File: src/verilog/scl_pkg.sv
// package for the serial configuration load controller
`default_nettype none
package scl_pkg;
	// length counter width
	localparam int LEN_W = 24;
	// clock rate and timing
	localparam int CLK_MHZ = 100;
	localparam int PROG_FILTER_US = 2;
	localparam int PROG_FILTER_CYC = PROG_FILTER_US * CLK_MHZ;
	localparam int FORCE_CLEAR_US = 6;
	localparam int FORCE_CLEAR_CYC = FORCE_CLEAR_US * CLK_MHZ;
	localparam int TMR_W = 10;
	// extra clocks after length count
	localparam logic [1:0] EXTRA_CLKS = 2'h3;
	// memory model size in bits
	localparam int MEM_W = 8;
	localparam logic [LEN_W-1:0] LEN_RST = 24'hFFFFFF;
	// mode select encoding
	localparam logic [2:0] MODE_PERIPH = 3'h5;
	localparam logic [2:0] MODE_SLAVE = 3'h7;
	// readback option encoding
	localparam logic [1:0] RB_CMD = 2'h0;
	localparam logic [1:0] RB_ONCE = 2'h1;
	localparam logic [1:0] RB_NEVER = 2'h2;
	// host decode group
	typedef struct packed {
		logic write_strobe_n;
		logic cs_a_n;
		logic cs_b_n;
		logic cs_c_hi;
	} scl_host_t;
	// controller states
	typedef enum logic [2:0] {
		S_CLEAR, S_LEN, S_LOAD, S_START0, S_START1, S_START2, S_RUN, S_PDOWN
	} scl_state_t;
endpackage
`default_nettype wire

File: src/verilog/scl_loader.sv
// serial configuration load controller top
`default_nettype none
// Functional notes
// - write decoded only when strobe and both low selects low, high select high
// - each decoded write moves exactly one bit, bitstream order
// - slave mode samples data on each rising configuration clock
// - slave takes data from upstream chain output and lead clock
// - length count covers all devices in the chain
// - chain output held high while loading own configuration
// - after own memory full, data forwarded on chain output
// - lead device drives downstream clock from write timing
// - start-up: reset, then outputs enable, then done
// - reprogram returns to clear: erase, disable I/O, resample mode
// - device holds done pin low until reload finished
// - device starts on completion even if done pin held low
// - reprogram request filtered for stability before acting
// - reprogram clear timeout has no fourfold lengthening
// - reset and done pin low together for 6 us force clear
// - power-down clears state, keeps configuration, outputs off
// - loading refused during power-down
// - leaving power-down runs start-up without reload
// - readback permission: every command, once, or never
// - 24-bit length counter cleared, counts clocks, compares loaded count
// - loading indicators released one clock before done
// - peripheral data captured at trailing edge of write condition
module scl_loader
	import scl_pkg::*;
(
	// clock and reset
	input  wire logic             I_CLK,
	input  wire logic             I_RST_N,
	input  wire logic             I_CE,
	// mode and host decode
	input  wire logic [2:0]       I_MODE,
	input  wire scl_pkg::scl_host_t I_HOST,
	input  wire logic             I_DATA,
	// slave configuration clock, sampled
	input  wire logic             I_CFG_CLK,
	// done/reprogram open drain and system reset
	input  wire logic             I_DONE_PIN,
	input  wire logic             I_SYS_RESET_N,
	input  wire logic             I_POWER_DOWN_N,
	// readback trigger
	input  wire logic             I_RB_TRIG,
	// chain outputs
	output logic                  O_CHAIN_DATA,
	output logic                  O_CHAIN_CLK,
	// status outputs
	output logic                  O_DONE_PIN_OE,
	output logic                  O_HIGH_WHILE_LOADING,
	output logic                  O_LOW_WHILE_LOADING_N,
	output logic                  O_USER_RESET,
	output logic                  O_IO_ENABLE,
	output logic                  O_MEM_CLEAR,
	output logic                  O_RB_GRANT,
	output logic [MEM_W-1:0]      O_CFG_MEM
);
	import scl_pkg::*;

	logic             rst_s1_q;
	logic             rst_n_q;
	scl_state_t       state_q;
	logic [2:0]       mode_q;
	logic             wr_q;
	logic             cfg_s1_q;
	logic             cfg_s2_q;
	logic             cfg_s3_q;
	logic             bit_ev;
	logic             bit_val;
	logic [LEN_W-1:0] len_q;
	logic [LEN_W-1:0] cnt_q;
	logic [4:0]       len_bits_q;
	logic [3:0]       mem_cnt_q;
	logic             mem_full;
	logic [TMR_W-1:0] prog_tmr_q;
	logic             prog_req;
	logic [TMR_W-1:0] force_tmr_q;
	logic             force_clr;
	logic             prog_go;
	logic             prog_arm_q;
	logic             resume_q;
	logic             start_step;
	logic [LEN_W-1:0] cnt_nxt;
	logic [1:0]       rb_opt_q;
	logic             rb_used_q;
	logic             trig_q;
	logic             data_q;

	// saturating timer increment, shared by both filters
	function automatic logic [TMR_W-1:0] tmr_step(input logic [TMR_W-1:0] t, input logic go);
		if (!go)
			return '0;
		return (t == {TMR_W{1'b1}}) ? t : t + 10'h001;
	endfunction

	// reset release through two flops
	always_ff @(posedge I_CLK or negedge I_RST_N) begin
		if (!I_RST_N) begin
			rst_s1_q <= 1'b0;
			rst_n_q  <= 1'b0;
		end else begin
			rst_s1_q <= 1'b1;
			rst_n_q  <= rst_s1_q;
		end
	end

	// peripheral write decode, inputs already synchronous
	wire wr_now = !I_HOST.write_strobe_n && !I_HOST.cs_a_n
		&& !I_HOST.cs_b_n && I_HOST.cs_c_hi;
	always_ff @(posedge I_CLK or negedge rst_n_q) begin
		if (!rst_n_q) begin
			wr_q   <= 1'b0;
			data_q <= 1'b0;
		end else if (I_CE) begin
			wr_q   <= wr_now;
			data_q <= I_DATA;
		end
	end

	// slave clock edge detection after two-flop sync
	always_ff @(posedge I_CLK or negedge rst_n_q) begin
		if (!rst_n_q) begin
			cfg_s1_q <= 1'b0;
			cfg_s2_q <= 1'b0;
			cfg_s3_q <= 1'b0;
		end else if (I_CE) begin
			cfg_s1_q <= I_CFG_CLK;
			cfg_s2_q <= cfg_s1_q;
			cfg_s3_q <= cfg_s2_q;
		end
	end

	// one bit event per trailing write edge or rising slave clock
	always_comb begin
		bit_ev  = 1'b0;
		bit_val = data_q;
		if (!I_POWER_DOWN_N) begin
			bit_ev = 1'b0;
		end else if (mode_q == MODE_PERIPH) begin
			bit_ev = wr_q && !wr_now;
		end else if (mode_q == MODE_SLAVE) begin
			bit_ev = cfg_s2_q && !cfg_s3_q;
		end
	end

	// reprogram filter on done pin, force clear with system reset
	always_ff @(posedge I_CLK or negedge rst_n_q) begin
		if (!rst_n_q) begin
			prog_tmr_q  <= '0;
			force_tmr_q <= '0;
		end else if (I_CE) begin
			prog_tmr_q  <= tmr_step(prog_tmr_q, prog_go);
			force_tmr_q <= tmr_step(force_tmr_q, !I_DONE_PIN && !I_SYS_RESET_N);
		end
	end
	assign prog_req  = prog_tmr_q >= TMR_W'(PROG_FILTER_CYC);
	assign force_clr = force_tmr_q >= TMR_W'(FORCE_CLEAR_CYC);
	assign mem_full  = mem_cnt_q == 4'(MEM_W);
	assign prog_go   = !I_DONE_PIN && state_q == S_RUN && prog_arm_q;
	assign cnt_nxt   = cnt_q + 24'h000001;

	// filter arms only once the pin reads high in run, so a pin held low
	// from outside through the load does not restart configuration
	always_ff @(posedge I_CLK or negedge rst_n_q) begin
		if (!rst_n_q) begin
			prog_arm_q <= 1'b0;
		end else if (I_CE) begin
			if (state_q != S_RUN) begin
				prog_arm_q <= 1'b0;
			end else if (I_DONE_PIN) begin
				prog_arm_q <= 1'b1;
			end
		end
	end

	// power-down return steps start-up on the system clock, no config bits
	always_ff @(posedge I_CLK or negedge rst_n_q) begin
		if (!rst_n_q) begin
			resume_q <= 1'b0;
		end else if (I_CE) begin
			if (state_q == S_PDOWN) begin
				resume_q <= 1'b1;
			end else if (state_q == S_RUN || state_q == S_CLEAR) begin
				resume_q <= 1'b0;
			end
		end
	end
	assign start_step = bit_ev || resume_q;

	// main sequencer
	always_ff @(posedge I_CLK or negedge rst_n_q) begin
		if (!rst_n_q) begin
			state_q <= S_CLEAR;
			mode_q  <= MODE_SLAVE;
		end else if (I_CE) begin
			if (force_clr || prog_req) begin
				state_q <= S_CLEAR;
			end else begin
				case (state_q)
					S_CLEAR: begin
						mode_q <= I_MODE; // resample mode
						// clear is one cycle, no fourfold wait
						state_q <= I_POWER_DOWN_N ? S_LEN : S_CLEAR;
					end
					S_LEN: if (bit_ev && len_bits_q == 5'(LEN_W - 1)) state_q <= S_LOAD;
					S_LOAD: if (bit_ev && cnt_nxt == len_q) state_q <= S_START0;
					S_START0: if (bit_ev) state_q <= S_START1;
					S_START1: if (start_step) state_q <= S_START2;
					S_START2: if (start_step) state_q <= S_RUN;
					S_RUN: if (!I_POWER_DOWN_N) state_q <= S_PDOWN;
					S_PDOWN: if (I_POWER_DOWN_N) state_q <= S_START1;
					default: state_q <= S_CLEAR;
				endcase
			end
		end
	end

	// length count capture and counter
	always_ff @(posedge I_CLK or negedge rst_n_q) begin
		if (!rst_n_q) begin
			len_q      <= LEN_RST;
			cnt_q      <= '0;
			len_bits_q <= '0;
		end else if (I_CE) begin
			if (state_q == S_CLEAR) begin
				cnt_q      <= '0;
				len_bits_q <= '0;
			end else if (bit_ev && state_q != S_RUN && state_q != S_PDOWN) begin
				cnt_q <= cnt_nxt;
				if (state_q == S_LEN) begin
					len_q      <= {len_q[LEN_W-2:0], bit_val};
					len_bits_q <= len_bits_q + 5'h01;
				end
			end
		end
	end

	// own memory shift, then chain forwarding
	always_ff @(posedge I_CLK or negedge rst_n_q) begin
		if (!rst_n_q) begin
			O_CFG_MEM    <= '0;
			mem_cnt_q    <= '0;
			O_CHAIN_DATA <= 1'b1;
			O_CHAIN_CLK  <= 1'b0;
		end else if (I_CE) begin
			O_CHAIN_CLK <= bit_ev && mode_q == MODE_PERIPH;
			if (state_q == S_CLEAR) begin
				O_CFG_MEM    <= '0;
				mem_cnt_q    <= '0;
				O_CHAIN_DATA <= 1'b1;
			end else if (bit_ev && state_q == S_LEN) begin
				O_CHAIN_DATA <= bit_val; // preamble passes downstream
			end else if (bit_ev && state_q == S_LOAD) begin
				if (!mem_full) begin
					O_CFG_MEM    <= {O_CFG_MEM[MEM_W-2:0], bit_val};
					mem_cnt_q    <= mem_cnt_q + 4'h1;
					O_CHAIN_DATA <= 1'b1;
				end else begin
					O_CHAIN_DATA <= bit_val;
				end
			end
		end
	end

	// start-up outputs and done pin drive
	always_ff @(posedge I_CLK or negedge rst_n_q) begin
		if (!rst_n_q) begin
			O_USER_RESET          <= 1'b1;
			O_IO_ENABLE           <= 1'b0;
			O_DONE_PIN_OE         <= 1'b1;
			O_HIGH_WHILE_LOADING  <= 1'b1;
			O_LOW_WHILE_LOADING_N <= 1'b0;
			O_MEM_CLEAR           <= 1'b1;
		end else if (I_CE) begin
			O_MEM_CLEAR <= state_q == S_CLEAR;
			// outputs follow state; done ignores external low
			O_USER_RESET <= !(state_q == S_START1 || state_q == S_START2
				|| state_q == S_RUN);
			O_IO_ENABLE <= state_q == S_START2 || state_q == S_RUN;
			O_DONE_PIN_OE <= state_q != S_RUN && state_q != S_PDOWN;
			O_HIGH_WHILE_LOADING  <= !(state_q == S_START2 || state_q == S_RUN
				|| state_q == S_PDOWN);
			O_LOW_WHILE_LOADING_N <= state_q == S_START2 || state_q == S_RUN
				|| state_q == S_PDOWN;
		end
	end

	// readback option and grant
	always_ff @(posedge I_CLK or negedge rst_n_q) begin
		if (!rst_n_q) begin
			rb_opt_q   <= RB_NEVER;
			rb_used_q  <= 1'b0;
			trig_q     <= 1'b0;
			O_RB_GRANT <= 1'b0;
		end else if (I_CE) begin
			trig_q     <= I_RB_TRIG;
			O_RB_GRANT <= 1'b0;
			if (state_q == S_START0) begin
				rb_opt_q  <= O_CFG_MEM[1:0]; // option from configuration
				rb_used_q <= 1'b0;
			end else if (state_q == S_RUN && I_RB_TRIG && !trig_q) begin
				if (rb_opt_q == RB_CMD || (rb_opt_q == RB_ONCE && !rb_used_q)) begin
					O_RB_GRANT <= 1'b1;
					rb_used_q  <= 1'b1;
				end
			end
		end
	end
endmodule
`default_nettype wire

File: config.mk
export PLATFORM = sky130hd
export DESIGN_NAME = scl_loader
export DESIGN_NICKNAME = d
export VERILOG_FILES = /design/src/verilog/scl_pkg.sv /design/src/verilog/scl_loader.sv
export SDC_FILE = /design/constraint.sdc
export NUM_CORES = 1
export LEC_CHECK = 0
export BUFFER_PORTS_ARGS = -buffer_cell sky130_fd_sc_hd__buf_4
export CAP_MARGIN = 20
export CORE_MARGIN = 3
export CORE_UTILIZATION = 44
export DETAILED_ROUTE_END_ITERATION = 16
export GPL_TIMING_DRIVEN = 0
export MAX_ROUTING_LAYER = met4
export PLACE_DENSITY = 0.61
export SLEW_MARGIN = 20
export SYNTH_ARGS = -nofsm -noshare
export SYNTH_HDL_FRONTEND = slang
export SYNTH_SLANG_ARGS = --single-unit
File: constraint.sdc
create_clock -name I_CLK -period 9.7 [get_ports I_CLK]
set_input_delay 1.94 -clock I_CLK [delete_from_list [all_inputs] [get_ports I_CLK]]
set_output_delay 1.94 -clock I_CLK [all_outputs]
set_load 0.01 [all_outputs]
==> flow_metrics.tcl <==
set metrics [dict create \
    status "finished clean" \
    grt_pass1_wl_mm 25.1 \
    startpoint_type "input pin" \
    ys.flop_type "dfrtp_1" \
    synth.yosys.seq_area_share_pct 46.0 \
    hold_viol_final 0 \
    wl_per_cell_um 16.9 \
    cp.arrival_ns 4.79 \
    grt_util_met2_pct 29.8 \
    fillCellCount 1245 \
    start_util_pct 46.0 \
    wl_mm 15.0 \
    htreeDepth 4 \
    p_int_mw 1.07 \
    dr.pass1.iters 5 \
    power_switching_uw 440 \
    hpwlAfterDp_mm 10.5 \
    hold_path_class "register to asynchronous set/reset pin" \
    setup_viol 0 \
    worstPathCellList "buf_4, clkbuf_1, inv_1, clkbuf_1, nor4_1, clkbuf_1, and2_1, o21ai_0, o31ai_1" \
    seqPwrFrac_pct 38.9 \
    synth_area_per_cell_um2 9.63 \
    viasPerCell 5.72 \
    power.density_mw_per_mm2 205 \
    finalNonFillerCells 890 \
    n_antenna_cell 0 \
    total_power_mw 1.51 \
    synth_edf_count 0 \
    crit_path_end_kind "register" \
    fmax_mhz 224 \
    portBuffers 32 \
    fp-row-count 42 \
    fin_crit_sh_pct 46.1 \
    core_mm2 0.0136 \
    hold_ws_ns 0.207 \
    synth_warnings 0 \
    final_nets 725 \
    worst_slew_pin_slew_ns 1.07 \
    switching_share_pct 29.2 \
    relSlewSlack_pct 28.1 \
    synth_fp_nets 672 \
    drtIter0Drc 467 \
    cp_slowest_stage_delay_ns 0.98 \
    use_met1_pct 27.8 \
    fin_area_mm2 0.00734 \
    pre_cts_slack_ns 4.79 \
    top_usage_layer "met2" \
    fin_util_pct 54.1 \
    finalWorstSetupSlack_ns 5.23 \
    cts-root-buf "clkbuf_16" \
    die_y_um 125 \
    cts_resized 0 \
    die_area_mm2 0.0156 \
    async_flop_share_pct 100 \
    clk_path_buf_depth 2 \
    yosys.cell_types.count 68 \
    cap_violations 0 \
    clock_skew_ns 0.00927 \
    synth_area_mm2 0.00624 \
    ys_ff_latch 113 \
    drive_gt1_share_pct 20.3 \
    place_area_mm2 0.00675 \
    die_x_um 125 \
    cts_tree "built" \
    grt_pass1_vias 4921 \
    area_delta_synth_final_pct 17.7 \
    postCtsSetupBuffers 0 \
    path_clk_slew_ns 0.05 \
    crit_path_top_delay_cell "nor4_1" \
    crit_top_cell "clkbuf_1" \
    ant_nets 0 \
    clkLatencyLatePin_ns 0.42 \
    cts_sinks 113 \
    comb_power_share_pct 19.4 \
    dp.cells 858 \
    cts_buffers 17 \
    leakage_nw 3.13 \
    crit_required_ns 10.02 \
    grt_max_degree 55 \
    antenna_found_initial 0 \
    grt_use_met3_pct 4.69 \
    crit_type "input pin to register" \
    final-max-slew-violation-count 0 \
    grt_use_total_pct 20.3 \
    tns_ns 0 \
    vdd_drop_max_v 0.000129 \
    post-route-min-period_ns 4.47 \
    syn-instance-count 648 \
    critPathMaxFanout 10 \
    postCtsHoldBufs 0 \
    rsz0062_at_grt "false" \
    drc 0 \
    gr-total-overflow 0 \
    p_clk_share_pct 41.7 \
    gp_congestion 0.939 \
    pin_count 33 \
    vias 5094 \
]
==> critical path, delay by kind of cell <==
family | cells | cell delay, ns
simple gates | 2 | 1.20
compound gates | 2 | 0.17
buf+inv | 5 | 1.48
==> cells in the final DEF, fill, tap and decap left out, types with 6 or more instances in the layout <==
cell	count
a31oi_1	6
nor2_1	46
nand2_1	58
xnor2_1	22
and2_1	16
and3_1	7
mux2_2	33
dfrtp_1	79
a21oi_1	24
nand3_1	22
clkbuf_16	17
nand4_1	21
ha_1	8
o21ai_0	64
clkbuf_1	33
o31ai_1	15
or3_1	10
buf_4	36
xor2_1	22
inv_1	19
and4_1	8
nor3_1	10
dfstp_2	33
==> power groups by stage <==
stage | clock network [mW] | registers [mW] | logic [mW]
6_report | 0.628 | 0.586 | 0.293
5_1_grt | 0.660 | 0.594 | 0.327
4_1_cts | 0.637 | 0.586 | 0.294
3_5_place_dp | 0 | 0.592 | 0.293
3_3_place_gp | 0 | 0.598 | 0.277
2_1_floorplan | 0 | 0.597 | 0.179
==> path summary, 6_finish.rpt <==
check | to | depth (start not counted) | startpoint | slack [ns]
max | cnt_q[16] | 9 | I_CE | 5.23
min | cnt_q[2] | 0 | rst_n_q | 0.21
max reg2reg | state_q[0] | 8 | cnt_q[0] | 6.48
min reg2reg | cnt_q[2] | 0 | rst_n_q | 0.21
max in group asynchronous | rst_n_q | 1 | I_RST_N | 8.31
min in group I_CLK | rst_n_q | 0 | rst_s1_q | 0.35
==> sequential cells by signal (all words and copies together), names as in the netlist, 2 cells and up <==
register	flops
mode_q	3
len_bits_q	5
rb_opt_q	2
force_tmr_q	10
prog_tmr_q	10
mem_cnt_q	4
len_q	24
cnt_q	24
state_q	3
O_CFG_MEM	8
==> layer usage <==
metal	vias to the layer above	routed length [µm]
li1	2442	-
met1	2502	7040
met5	-	0
met2	126	7000
met4	0	269
met3	24	742
==> kinds of logic after synthesis <==
group | count (synthesis) | share of synthesized area, %
and+or+nand+nor | 234 | 20.2
other | 1 | 0.0601
buffers and inverters | 58 | 3.93
muxes | 36 | 6.46
DFF | 113 | 46.0
adders and majority gates | 8 | 1.60
AOI/OAI and AO/OA | 154 | 15.6
xor gates and xnor gates | 44 | 6.18
==> Yosys cell counts (3+ instances only) <==
library cell	number	area share [%]
o41ai_1	4	0.56
dfstp_2	33	14
a21o_1	4	0.48
a21oi_1	24	1.9
nand4b_1	4	0.56
o2bb2ai_1	3	0.42
xnor2_1	22	3.1
nor3b_1	4	0.48
ha_1	8	1.6
o21ai_0	64	5.1
nor2_1	46	2.8
nand2b_1	3	0.30
nor2b_1	5	0.50
or3_1	10	1.0
nor4_1	5	0.50
nor3_1	10	0.80
mux2_2	33	6.0
and2_1	16	1.6
a31oi_1	6	0.60
xor2_1	22	3.1
buf_4	4	0.48
o31ai_1	15	1.8
inv_1	19	1.1
nand4_1	21	2.1
and4_1	8	1.1
and3_1	7	0.70
clkbuf_1	29	1.7
dfrtp_1	80	32
nand3_1	22	1.8
o211ai_1	4	0.48
a211oi_1	3	0.36
buf_2	4	0.32
o22ai_1	4	0.40
o21a_1	3	0.36
nand2_1	58	3.5
==> area by class of cell <==
class | instances | area, µm² | share of cell area [%]
sequential | 113 | 2870 | 39.1
buffer | 39 | 174 | 2.37
inverter | 19 | 71.3 | 0.972
multi-input combinational | 477 | 3120 | 42.6
clock buffer | 22 | 454 | 6.19
clock inverter | 10 | 136 | 1.86
tap | 176 | 220 | 3.00
timing repair buffer | 34 | 288 | 3.92
(Power assumes the default switching activity.)
